### src/core/tenbase_t_ctrl_regs.vh
// Register offsets, field positions, reset values and gap timing
// for the 10 Mb/s control and self-test extension registers.
`ifndef TENBASE_T_CTRL_REGS_VH
`define TENBASE_T_CTRL_REGS_VH

`define TBT_SC_ADDR 5'h1a
`define TBT_EXT_ADDR 5'h1b

`define TBT_SC_RESET 16'h0804
`define TBT_SC_SQUELCH_HI 11
`define TBT_SC_SQUELCH_LO 9
`define TBT_SC_ECHO_DIS 8
`define TBT_SC_LINK_PULSE_TX_DISABLE 7
`define TBT_SC_FORCE_LINK 6
`define TBT_SC_POLARITY 4
`define TBT_SC_COLL_TEST_DIS 1
`define TBT_SC_GUARD_DIS 0
`define TBT_SC_WMASK 16'hffef

`define TBT_EXT_RESET 16'h0000
`define TBT_EXT_ERR_HI 15
`define TBT_EXT_ERR_LO 8
`define TBT_EXT_CONT 5
`define TBT_EXT_PAT_EN 4
`define TBT_EXT_GAP_SEL 2
`define TBT_EXT_PAT_HI 1
`define TBT_EXT_PAT_LO 0
`define TBT_EXT_WMASK 16'h00ff

`define TBT_CLK_MHZ 125
`define TBT_GAP_SHORT_US 10
`define TBT_GAP_LONG_US 15
`define TBT_GAP_SHORT_CYC (`TBT_GAP_SHORT_US * `TBT_CLK_MHZ)
`define TBT_GAP_LONG_CYC (`TBT_GAP_LONG_US * `TBT_CLK_MHZ)

`endif

### src/core/tenbase_t_control_and_bist_ext.v
// 10 Mb/s status/control and self-test/driver test extension registers.
// Assumes a management front end giving one-cycle read/write strobes on i_core_clk,
// and datapath, link and self-test status signals from the same clock domain.
// Read data is combinational so the front end can take it in the strobe cycle.
// Reserved bits are stored as written; the polarity bit is never stored.
// No synchronisers: every input is already on i_core_clk.
//
// Operation
// - Squelch field bits 11:9, reset 100
// - Half-duplex echo unless echo disable set
// - Basic-mode loopback ignores echo disable
// - Bit 7 stops normal link pulses
// - Bit 6 forces good 10 Mb/s link
// - Heartbeat disable only half-duplex 10 Mb/s
// - Bit 0 disables jabber, 10 Mb/s only
// - Bits 15:8 read-only self-test error count
// - Counter clears on restart, saturates
// - Continuous mode sends unbroken pseudo-random data
// - Pattern enable drives selected test pattern
// - Gap select: 15 us or 10 us
// - Select field picks one of four patterns
// - Force-error pulse adds one error count a cycle later, merged with a nibble error in that later cycle
`timescale 1ns/1ps
`include "tenbase_t_ctrl_regs.vh"

module tenbase_t_control_and_bist_ext #(
    parameter GAP_SHORT_CYC = `TBT_GAP_SHORT_CYC,
    parameter GAP_LONG_CYC = `TBT_GAP_LONG_CYC
) (
    // Clock and reset
    input wire i_core_clk,
    input wire i_rst_n,
    // Management register access
    input wire [4:0] i_reg_addr,
    input wire i_reg_wr,
    input wire i_reg_rd,
    input wire [15:0] i_reg_wdata,
    output reg [15:0] o_reg_rdata,
    output wire o_reg_hit,
    // Operating mode
    input wire i_speed_10,
    input wire i_full_duplex,
    input wire i_basic_loopback,
    // Status inputs
    input wire i_pol_inverted_evt,
    input wire i_phy_status_rd,
    input wire i_link_pulse_good,
    input wire i_selftest_start,
    input wire i_selftest_nibble_err,
    input wire i_selftest_inject_error,
    // Transmit datapath
    input wire i_tx_en,
    input wire [3:0] i_txd,
    // Receive datapath
    input wire i_rx_dv,
    input wire [3:0] i_rxd,
    output reg o_rx_dv,
    output reg [3:0] o_rxd,
    // Controls to the 10 Mb/s path
    output wire [2:0] o_squelch_on_level,
    output wire o_normal_link_pulse_en,
    output wire o_link_good_10,
    output wire o_phy_status_polarity,
    output wire o_collision_test_en,
    output wire o_tx_runaway_guard_en,
    output wire o_selftest_continuous,
    output wire o_driver_pattern_active,
    output wire [1:0] o_driver_pattern_select,
    output reg o_pattern_seq_start
);

    localparam [1:0] PAT_DATA_V0 = 2'h0;
    localparam [1:0] PAT_DATA_V1 = 2'h1;
    localparam [1:0] PAT_LINK_PULSE = 2'h2;
    localparam [1:0] PAT_MANCH_ONES = 2'h3;
    localparam [15:0] GAP_SHORT = GAP_SHORT_CYC[15:0];
    localparam [15:0] GAP_LONG = GAP_LONG_CYC[15:0];

    // Address match against one register offset
    function reg_match;
        input [4:0] addr;
        input [4:0] target;
        begin
            reg_match = (addr == target);
        end
    endfunction

    // Stored value of a write; masked bits are never kept
    function [15:0] masked_write;
        input [15:0] wdata;
        input [15:0] wmask;
        begin
            masked_write = wdata & wmask;
        end
    endfunction

    // Counter step that sticks at all ones instead of wrapping
    function [7:0] sat_inc8;
        input [7:0] value;
        begin
            if (value == 8'hff) begin
                sat_inc8 = value;
            end else begin
                sat_inc8 = value + 8'h01;
            end
        end
    endfunction

    // Reload is one less, as the start cycle counts as part of the gap
    function [15:0] gap_reload;
        input long_gap;
        begin
            if (long_gap) begin
                gap_reload = GAP_LONG - 16'h0001;
            end else begin
                gap_reload = GAP_SHORT - 16'h0001;
            end
        end
    endfunction

    // Steady tone runs without gaps, so only three selects are timed
    function is_gapped_pattern;
        input [1:0] sel;
        begin
            case (sel)
                PAT_DATA_V0: is_gapped_pattern = 1'b1;
                PAT_DATA_V1: is_gapped_pattern = 1'b1;
                PAT_LINK_PULSE: is_gapped_pattern = 1'b1;
                PAT_MANCH_ONES: is_gapped_pattern = 1'b0;
                default: is_gapped_pattern = 1'b0;
            endcase
        end
    endfunction

    // Stored fields and counters
    reg [15:0] sc_q;
    reg [15:0] ext_q;
    reg pol_q;
    reg [7:0] err_cnt_q;
    reg [7:0] err_cnt_d;
    reg inject_prev_q;
    reg inject_q;
    reg [15:0] gap_cnt_q;
    reg [15:0] gap_cnt_d;
    reg seq_start_d;
    reg echo_dv_d;
    reg [3:0] echo_rxd_d;

    // Decoded strobes and modes
    wire sc_hit = reg_match(i_reg_addr, `TBT_SC_ADDR);
    wire ext_hit = reg_match(i_reg_addr, `TBT_EXT_ADDR);
    wire sc_wr = i_reg_wr && sc_hit;
    wire ext_wr = i_reg_wr && ext_hit;
    wire sc_rd = i_reg_rd && sc_hit;
    wire pat_en = ext_q[`TBT_EXT_PAT_EN];
    wire [1:0] pat_sel = ext_q[`TBT_EXT_PAT_HI:`TBT_EXT_PAT_LO];
    wire half_10 = i_speed_10 && !i_full_duplex;
    wire echo_on = half_10 && !sc_q[`TBT_SC_ECHO_DIS];
    wire count_err = i_selftest_nibble_err || inject_q;

    assign o_reg_hit = sc_hit || ext_hit;

    // Status/control register; reserved bits are plain storage
    always @(posedge i_core_clk or negedge i_rst_n) begin
        if (!i_rst_n) begin
            sc_q <= `TBT_SC_RESET;
        end else if (sc_wr) begin
            sc_q <= masked_write(i_reg_wdata, `TBT_SC_WMASK);
        end
    end

    // Extension register; the counter field lives elsewhere
    always @(posedge i_core_clk or negedge i_rst_n) begin
        if (!i_rst_n) begin
            ext_q <= `TBT_EXT_RESET;
        end else if (ext_wr) begin
            ext_q <= masked_write(i_reg_wdata, `TBT_EXT_WMASK);
        end
    end

    // Latched-high polarity; a new event in the reading cycle survives
    always @(posedge i_core_clk or negedge i_rst_n) begin
        if (!i_rst_n) begin
            pol_q <= 1'b0;
        end else if (i_pol_inverted_evt) begin
            pol_q <= 1'b1;
        end else if (sc_rd) begin
            pol_q <= 1'b0;
        end
    end

    // Phy status reads leave the flag alone
    assign o_phy_status_polarity = pol_q;

    // Edge detect, so a force-error bit held high still counts once
    always @(posedge i_core_clk or negedge i_rst_n) begin
        if (!i_rst_n) begin
            inject_prev_q <= 1'b0;
            inject_q <= 1'b0;
        end else begin
            inject_prev_q <= i_selftest_inject_error;
            inject_q <= i_selftest_inject_error && !inject_prev_q;
        end
    end

    // Restart has priority over a same-cycle error
    always @* begin
        err_cnt_d = err_cnt_q;
        if (i_selftest_start) begin
            err_cnt_d = 8'h00;
        end else if (count_err) begin
            err_cnt_d = sat_inc8(err_cnt_q);
        end
    end

    always @(posedge i_core_clk or negedge i_rst_n) begin
        if (!i_rst_n) begin
            err_cnt_q <= 8'h00;
        end else begin
            err_cnt_q <= err_cnt_d;
        end
    end

    // Read mux; the read strobe only matters for the flag clear
    always @* begin
        o_reg_rdata = 16'h0000;
        if (sc_hit) begin
            o_reg_rdata = sc_q;
            o_reg_rdata[`TBT_SC_POLARITY] = pol_q;
        end else if (ext_hit) begin
            o_reg_rdata = ext_q;
            o_reg_rdata[`TBT_EXT_ERR_HI:`TBT_EXT_ERR_LO] = err_cnt_q;
        end
    end

    // Half-duplex echo; basic-mode loopback bypasses the disable
    always @* begin
        echo_dv_d = i_rx_dv;
        echo_rxd_d = i_rxd;
        if (i_basic_loopback) begin
            echo_dv_d = i_tx_en;
            echo_rxd_d = i_txd;
        end else if (echo_on && i_tx_en) begin
            echo_dv_d = 1'b1;
            echo_rxd_d = i_txd;
        end
    end

    // One cycle of latency on every receive path, echoed or not
    always @(posedge i_core_clk or negedge i_rst_n) begin
        if (!i_rst_n) begin
            o_rx_dv <= 1'b0;
            o_rxd <= 4'h0;
        end else begin
            o_rx_dv <= echo_dv_d;
            o_rxd <= echo_rxd_d;
        end
    end

    assign o_squelch_on_level = sc_q[`TBT_SC_SQUELCH_HI:`TBT_SC_SQUELCH_LO];
    assign o_normal_link_pulse_en = !sc_q[`TBT_SC_LINK_PULSE_TX_DISABLE];
    assign o_link_good_10 = sc_q[`TBT_SC_FORCE_LINK] || i_link_pulse_good;
    // Heartbeat only ever runs in half-duplex 10 Mb/s
    assign o_collision_test_en = half_10 && !sc_q[`TBT_SC_COLL_TEST_DIS];
    // Guard is meaningless outside 10 Mb/s, so it is held off there
    assign o_tx_runaway_guard_en = i_speed_10 && !sc_q[`TBT_SC_GUARD_DIS];
    assign o_selftest_continuous = ext_q[`TBT_EXT_CONT];
    assign o_driver_pattern_active = pat_en;
    assign o_driver_pattern_select = pat_sel;

    // Gap timer between repeated data or link-pulse sequences
    always @* begin
        gap_cnt_d = 16'h0000;
        seq_start_d = 1'b0;
        if (pat_en && is_gapped_pattern(pat_sel)) begin
            if (gap_cnt_q == 16'h0000) begin
                seq_start_d = 1'b1;
                gap_cnt_d = gap_reload(ext_q[`TBT_EXT_GAP_SEL]);
            end else begin
                gap_cnt_d = gap_cnt_q - 16'h0001;
            end
        end
    end

    // Start pulse is registered so the driver sees no glitches
    always @(posedge i_core_clk or negedge i_rst_n) begin
        if (!i_rst_n) begin
            gap_cnt_q <= 16'h0000;
            o_pattern_seq_start <= 1'b0;
        end else begin
            gap_cnt_q <= gap_cnt_d;
            o_pattern_seq_start <= seq_start_d;
        end
    end

endmodule // tenbase_t_control_and_bist_ext

### config.mk
export PLATFORM = sky130hd
export DESIGN_NAME = tenbase_t_control_and_bist_ext
export DESIGN_NICKNAME = d
export VERILOG_FILES = /design/src/core/tenbase_t_control_and_bist_ext.v
export VERILOG_INCLUDE_DIRS = /design/src /design/src/core
export SDC_FILE = /design/constraint.sdc
export NUM_CORES = 1
export LEC_CHECK = 0
export ABC_AREA = 1
export BUFFER_PORTS_ARGS = -buffer_cell sky130_fd_sc_hd__buf_2
export CORE_MARGIN = 3
export CORE_UTILIZATION = 57
export DETAILED_ROUTE_END_ITERATION = 6
export PLACE_DENSITY = 0.86
export SYNTH_ARGS = -nofsm -noshare
export SYNTH_HDL_FRONTEND = slang
export SYNTH_SLANG_ARGS = --single-unit
### constraint.sdc
create_clock -name i_core_clk -period 3.08 [get_ports i_core_clk]
set_clock_uncertainty 0.05 [all_clocks]
set_input_delay 0.154 -clock i_core_clk [delete_from_list [all_inputs] [get_ports i_core_clk]]
set_output_delay 0.154 -clock i_core_clk [all_outputs]
set_load 0.02 [all_outputs]
* After elaboration in Yosys (flattened, before gate mapping)
Cells that the tools add are included.
Widths: inputs -> output; s select.
** Storage, ports and cells
- Output and inout port bits :: 35
- Register bits :: 56
- Bits of input ports :: 44
** Operators by class
- Reductions and logical operators :: 25
- Multiplexer cells :: 17
- Equality and inequality tests :: 7
- $add $sub $neg :: 2
** Operator list (number)
- $mux 16 :: 4
- $mux 8 :: 3
- $logic_not 16->1 :: 1
- $sub 16x1->16 const B :: 1
- $eq 5x5->1 const B :: 2
- $logic_and 1x1->1 :: 10
- $mux 10 :: 1
- $add 8x1->8 const B :: 1
- $eq 8x8->1 const B :: 1
- $mux 4 :: 2
- $logic_not 1->1 :: 6
- $mux 1 :: 6
- $eq 2x2->1 const B :: 2
- $reduce_bool 2->1 :: 2
- $logic_or 1x1->1 :: 3
- $reduce_or 3->1 :: 1
- $eq 2x1->1 const B :: 1
- $logic_not 2->1 :: 1
- $ne 2x2->1 const B :: 1
- $pmux 1 s2 :: 1
- $reduce_and 2->1 :: 1

* Depth between registers and ports, before layout
- Word-level depth :: 6
- Mapped depth :: 9
- Mapped depth without buffers :: 9

* Least setup slack after synthesis
OpenSTA, ideal clock, no wires.
- Path type :: input-to-output
- From :: input port i_reg_addr[2]
- To :: output port o_reg_rdata[10]
- Stages on the path :: 4
- Arrival :: 1.385 ns
- Path slack :: 1.491 ns
- Path buffers :: 0
- Data required time :: 2.876 ns
- Cell sequence :: nand3b_4 -> nor2_1 -> nand2_1 -> o21ai_0
** On the way
- Word-level cells in the longest chain between the ends :: 3
- Elaborated cells between the ends (all ways) :: 4
** RTL lines
- start: declaration :: RTL line tenbase_t_control_and_bist_ext.v:34 : input wire [4:0] i_reg_addr,
- $eq 5x5->1 :: RTL line tenbase_t_control_and_bist_ext.v:84 : reg_match = (addr == target);
- $mux 16 :: RTL line tenbase_t_control_and_bist_ext.v:230 : end else if (ext_hit) begin
- $mux 16 (*) :: RTL line tenbase_t_control_and_bist_ext.v:227 : if (sc_hit) begin
- end: declaration :: RTL line tenbase_t_control_and_bist_ext.v:38 : output reg [15:0] o_reg_rdata,
Every way passes the cells marked *; elsewhere a longest branch is shown, timed or not.

* Final worst setup path
- From :: register gap_cnt_q[0]
- To :: register gap_cnt_q[8]
** On the way
- Word-level cells in the longest chain between the ends :: 3
- Elaborated cells between the ends (all ways) :: 4
** RTL lines
- start: declaration :: RTL line tenbase_t_control_and_bist_ext.v:143 : reg [15:0] gap_cnt_q;
- start signal: assignment :: RTL line tenbase_t_control_and_bist_ext.v:291 : gap_cnt_q <= gap_cnt_d;
- $sub 16x1->16 or $logic_not 16->1 (tied branches) :: RTL line tenbase_t_control_and_bist_ext.v:280, tenbase_t_control_and_bist_ext.v:276
- $mux 16 (*) :: RTL line tenbase_t_control_and_bist_ext.v:276 : if (gap_cnt_q == 16'h0000) begin
- $mux 16 (*) :: RTL line tenbase_t_control_and_bist_ext.v:275 : if (pat_en && is_gapped_pattern(pat_sel)) begin
- net gap_cnt_d[8] :: RTL line tenbase_t_control_and_bist_ext.v:144 : reg [15:0] gap_cnt_d;
The timed path passes the listed nets; every way through them passes the cells marked *.
A chain may end at the register's enable or synchronous reset.

==> results.json <==
{
  "crit_path_start_kind": "flop",
  "grt_pass1_vias": 2665,
  "slowest_stage": "dfrtp_1",
  "relSlewSlack_pct": 54.3,
  "viasPerCell": 5.09,
  "multi_input_area_um2": 1300,
  "grt.total_usage_pct": 24.3,
  "vias": 2712,
  "drtPass1Iterations": 4,
  "p_per_area_nw_per_um2": 713,
  "post_cts_buffers": 0,
  "fill_cells": 390,
  "ios": 79,
  "status": "completed",
  "maxSlewViolCount": 0,
  "place_congestion": 0.896,
  "finalHoldViolations": 0,
  "ys_warn_count": 0,
  "core_area_um2": 4850,
  "period_minus_slack_ns": 1.80,
  "p_leak_nw": 1.99,
  "setup_violations": 0,
  "clockBufferDepth": 2,
  "synthFlopType": "dfrtp_1",
  "fin_nets": 511,
  "netlist_instances": 384,
  "synth_seq_cells": 56,
  "dr.first_iter.drc_count": 130,
  "synth_common_cells": "128 x nand2_1, 54 x dfrtp_1, 45 x inv_1",
  "n_antenna_cell": 0,
  "io_buffers": 77,
  "synth.distinct_cells": 32,
  "grt_pass1_wl_mm": 11.8,
  "max_freq_mhz": 556,
  "worstMarginPinSlew_ns": 0.684,
  "area_growth_pct": 19.6,
  "cts_num_sinks": 56,
  "drv_cap": 0,
  "cpMostUsedCell": "nand2_4",
  "syn_avg_cell_area_um2": 7.69,
  "path_max_fanout": 10,
  "clk_pin_slew_worst_paths_ns": 0.09,
  "fin_setup_tns_ns": 0,
  "gr-total-overflow": 0,
  "route.detailed.drc": 0,
  "die_area_um2": 6080,
  "fin_cells": 533,
  "totalWireLength_mm": 6.97,
  "die_x_um": 78.0,
  "fp.dieH_um": 78.0,
  "syn_area_um2": 2950,
  "async_flop_share_pct": 100,
  "hold_class": "in -> reg",
  "initial_core_util_pct": 60.9,
  "grt_max_degree": 38,
  "cts_tree": "built",
  "yosys.cell_count.top_type": "nand2_1",
  "hold-worst-slack_ns": 0.00635,
  "core.rowCount": 25,
  "yosys-top-cells-area": "dfrtp_1 46%, nand2_1 16%, inv_1 5.7%, nor2_1 5.1%, nand3_1 4.2%",
  "end_kind": "flop",
  "wl_per_cell_um": 13.1,
  "ant_nets": 0,
  "clock_latency_ns": 0.31,
  "fin_crit_sh_pct": 58.4,
  "cts_root_buffer": "clkbuf_8",
  "yosys.area.top_type": "dfrtp_1",
  "worstPathCellList": "inv_1 > ha_1 > nand2_2 > nor2_4 > nand2_4 > nand2_4 > nand2_1 > and2_1",
  "worstPathArrival_ns": 1.94,
  "regArea_um2": 1400,
  "synth_top_area_share_pct": 45.8,
  "drive_above_1_share_pct": 24.2,
  "ys_seq_area_share_pct": 47.6,
  "hpwl_mm": 5.15,
  "antenna_found_initial": 0,
  "grt_setup_unrepaired": "no",
  "slowest_delay_ns": 0.39,
  "ir_worst_vdd_uv": 390,
  "crit_required_ns": 3.23,
  "cts_made_buffers": 5,
  "crit_type": "reg -> reg",
  "dp.cells": 519,
  "syn-num-nets": 430,
  "htreeDepth": 2,
  "ctsResizeCount": 0,
  "synth_edf_count": 0
}
placed cells by master (no fill, tap or decap), types with 4 or more instances in the layout:
master and count:
dlygate4sd3_1 6, inv_1 45, nand4_1 4, o21ai_2 7, clkbuf_8 5, nand3_1 25
a21oi_1 11, o21ai_0 24, nor2_1 40, nand2_1 128, dfrtp_1 54, buf_2 77
worst max-delay path: cells and delay by family (launching register included):
kind	cells	cell delay, ns
buffers and inverters	1	0.13
adder cells (fa/ha/maj)	1	0.25
AND/OR/NAND/NOR	6	0.87
flip-flops	1	0.39
per-layer routing:
layer  vias to the layer above  global-route usage [%]  routed length [um]
met2                        95                    40.4                3370
li1                       1359                       -                   -
met3                        12                    4.76                 454
met4                         0                    8.92                 105
met5                         -                       0                   0
met1                      1246                    31.4                3040
kinds of logic (layout without fill, tap and decap cells):
logic type	Yosys count	after routing	share of synthesized area (%)
AOI/OAI and AO/OA	47	47	9.28
adders and majority gates	2	2	0.848
and+or+nand+nor	216	216	32.4
xor gates and xnor gates	5	5	1.48
DFF	56	56	47.6
buffers and inverters	58	140	8.44
per-stage QoR:
step           util, %  power, W  setup WS, ns  area (um2)
2_1_floorplan        -   0.00179          1.49        2950
3_3_place_gp      69.4   0.00198          1.07        3360
3_5_place_dp      69.4   0.00203         0.994        3360
4_1_cts           72.8   0.00252          1.29        3530
5_1_grt           72.8   0.00273          1.14        3530
6_report          72.8   0.00252          1.28        3530
registers in the layout, indices dropped and copies added, names as in the netlist:
signal                 flops
o_rx_dv                    1
o_rxd                      4
sc_q                      15
inject_q                   1
o_pattern_seq_start        1
err_cnt_q                  8
o_phy_status_polarity      1
gap_cnt_q                 16
ext_q                      8
inject_prev_q              1
report_power, final:
group	leakage [nW]	switching (W)	internal [W]
logic	1.21	0.000689	0.000367
registers	0.727	0.000115	0.000878
clock network	0.0552	0.000227	0.000242
total	1.99	0.00103	0.00149
final timing paths:
path | start | endpoint | slack [ns] | cells after the start
worst max-delay path | gap_cnt_q[0]$_DFF_PN0_ | gap_cnt_q[8]$_DFF_PN0_ | 1.28 | 8
worst min register to register | inject_prev_q$_DFF_PN0_ | inject_q$_DFF_PN0_ | 0.37 | 1
min in group asynchronous | i_rst_n | err_cnt_q[6]$_DFFE_PN0P_ | 0.26 | 2
worst max register to register | gap_cnt_q[0]$_DFF_PN0_ | gap_cnt_q[8]$_DFF_PN0_ | 1.28 | 8
max in group asynchronous | i_rst_n | sc_q[2]$_DFFE_PN1P_ | 1.88 | 3
worst min-delay path | i_txd[0] | o_rxd[0]$_DFF_PN0_ | 0.006 | 3
area by class of cell:
class,instances,share of cell area (%)
timing repair buffer,85,13.0
clock inverter,2,0.992
tap,67,2.37
multi-input combinational,270,36.8
inverter,47,5.00
sequential,56,39.8
clock buffer,6,2.06
what timing repair did:
action / 4_1_cts / 5_1_grt
setup endpoints to repair: 0 / 0
hold buffers: 6 / 0
hold endpoints to repair: 24 / 0
(Power assumes the default switching activity.)
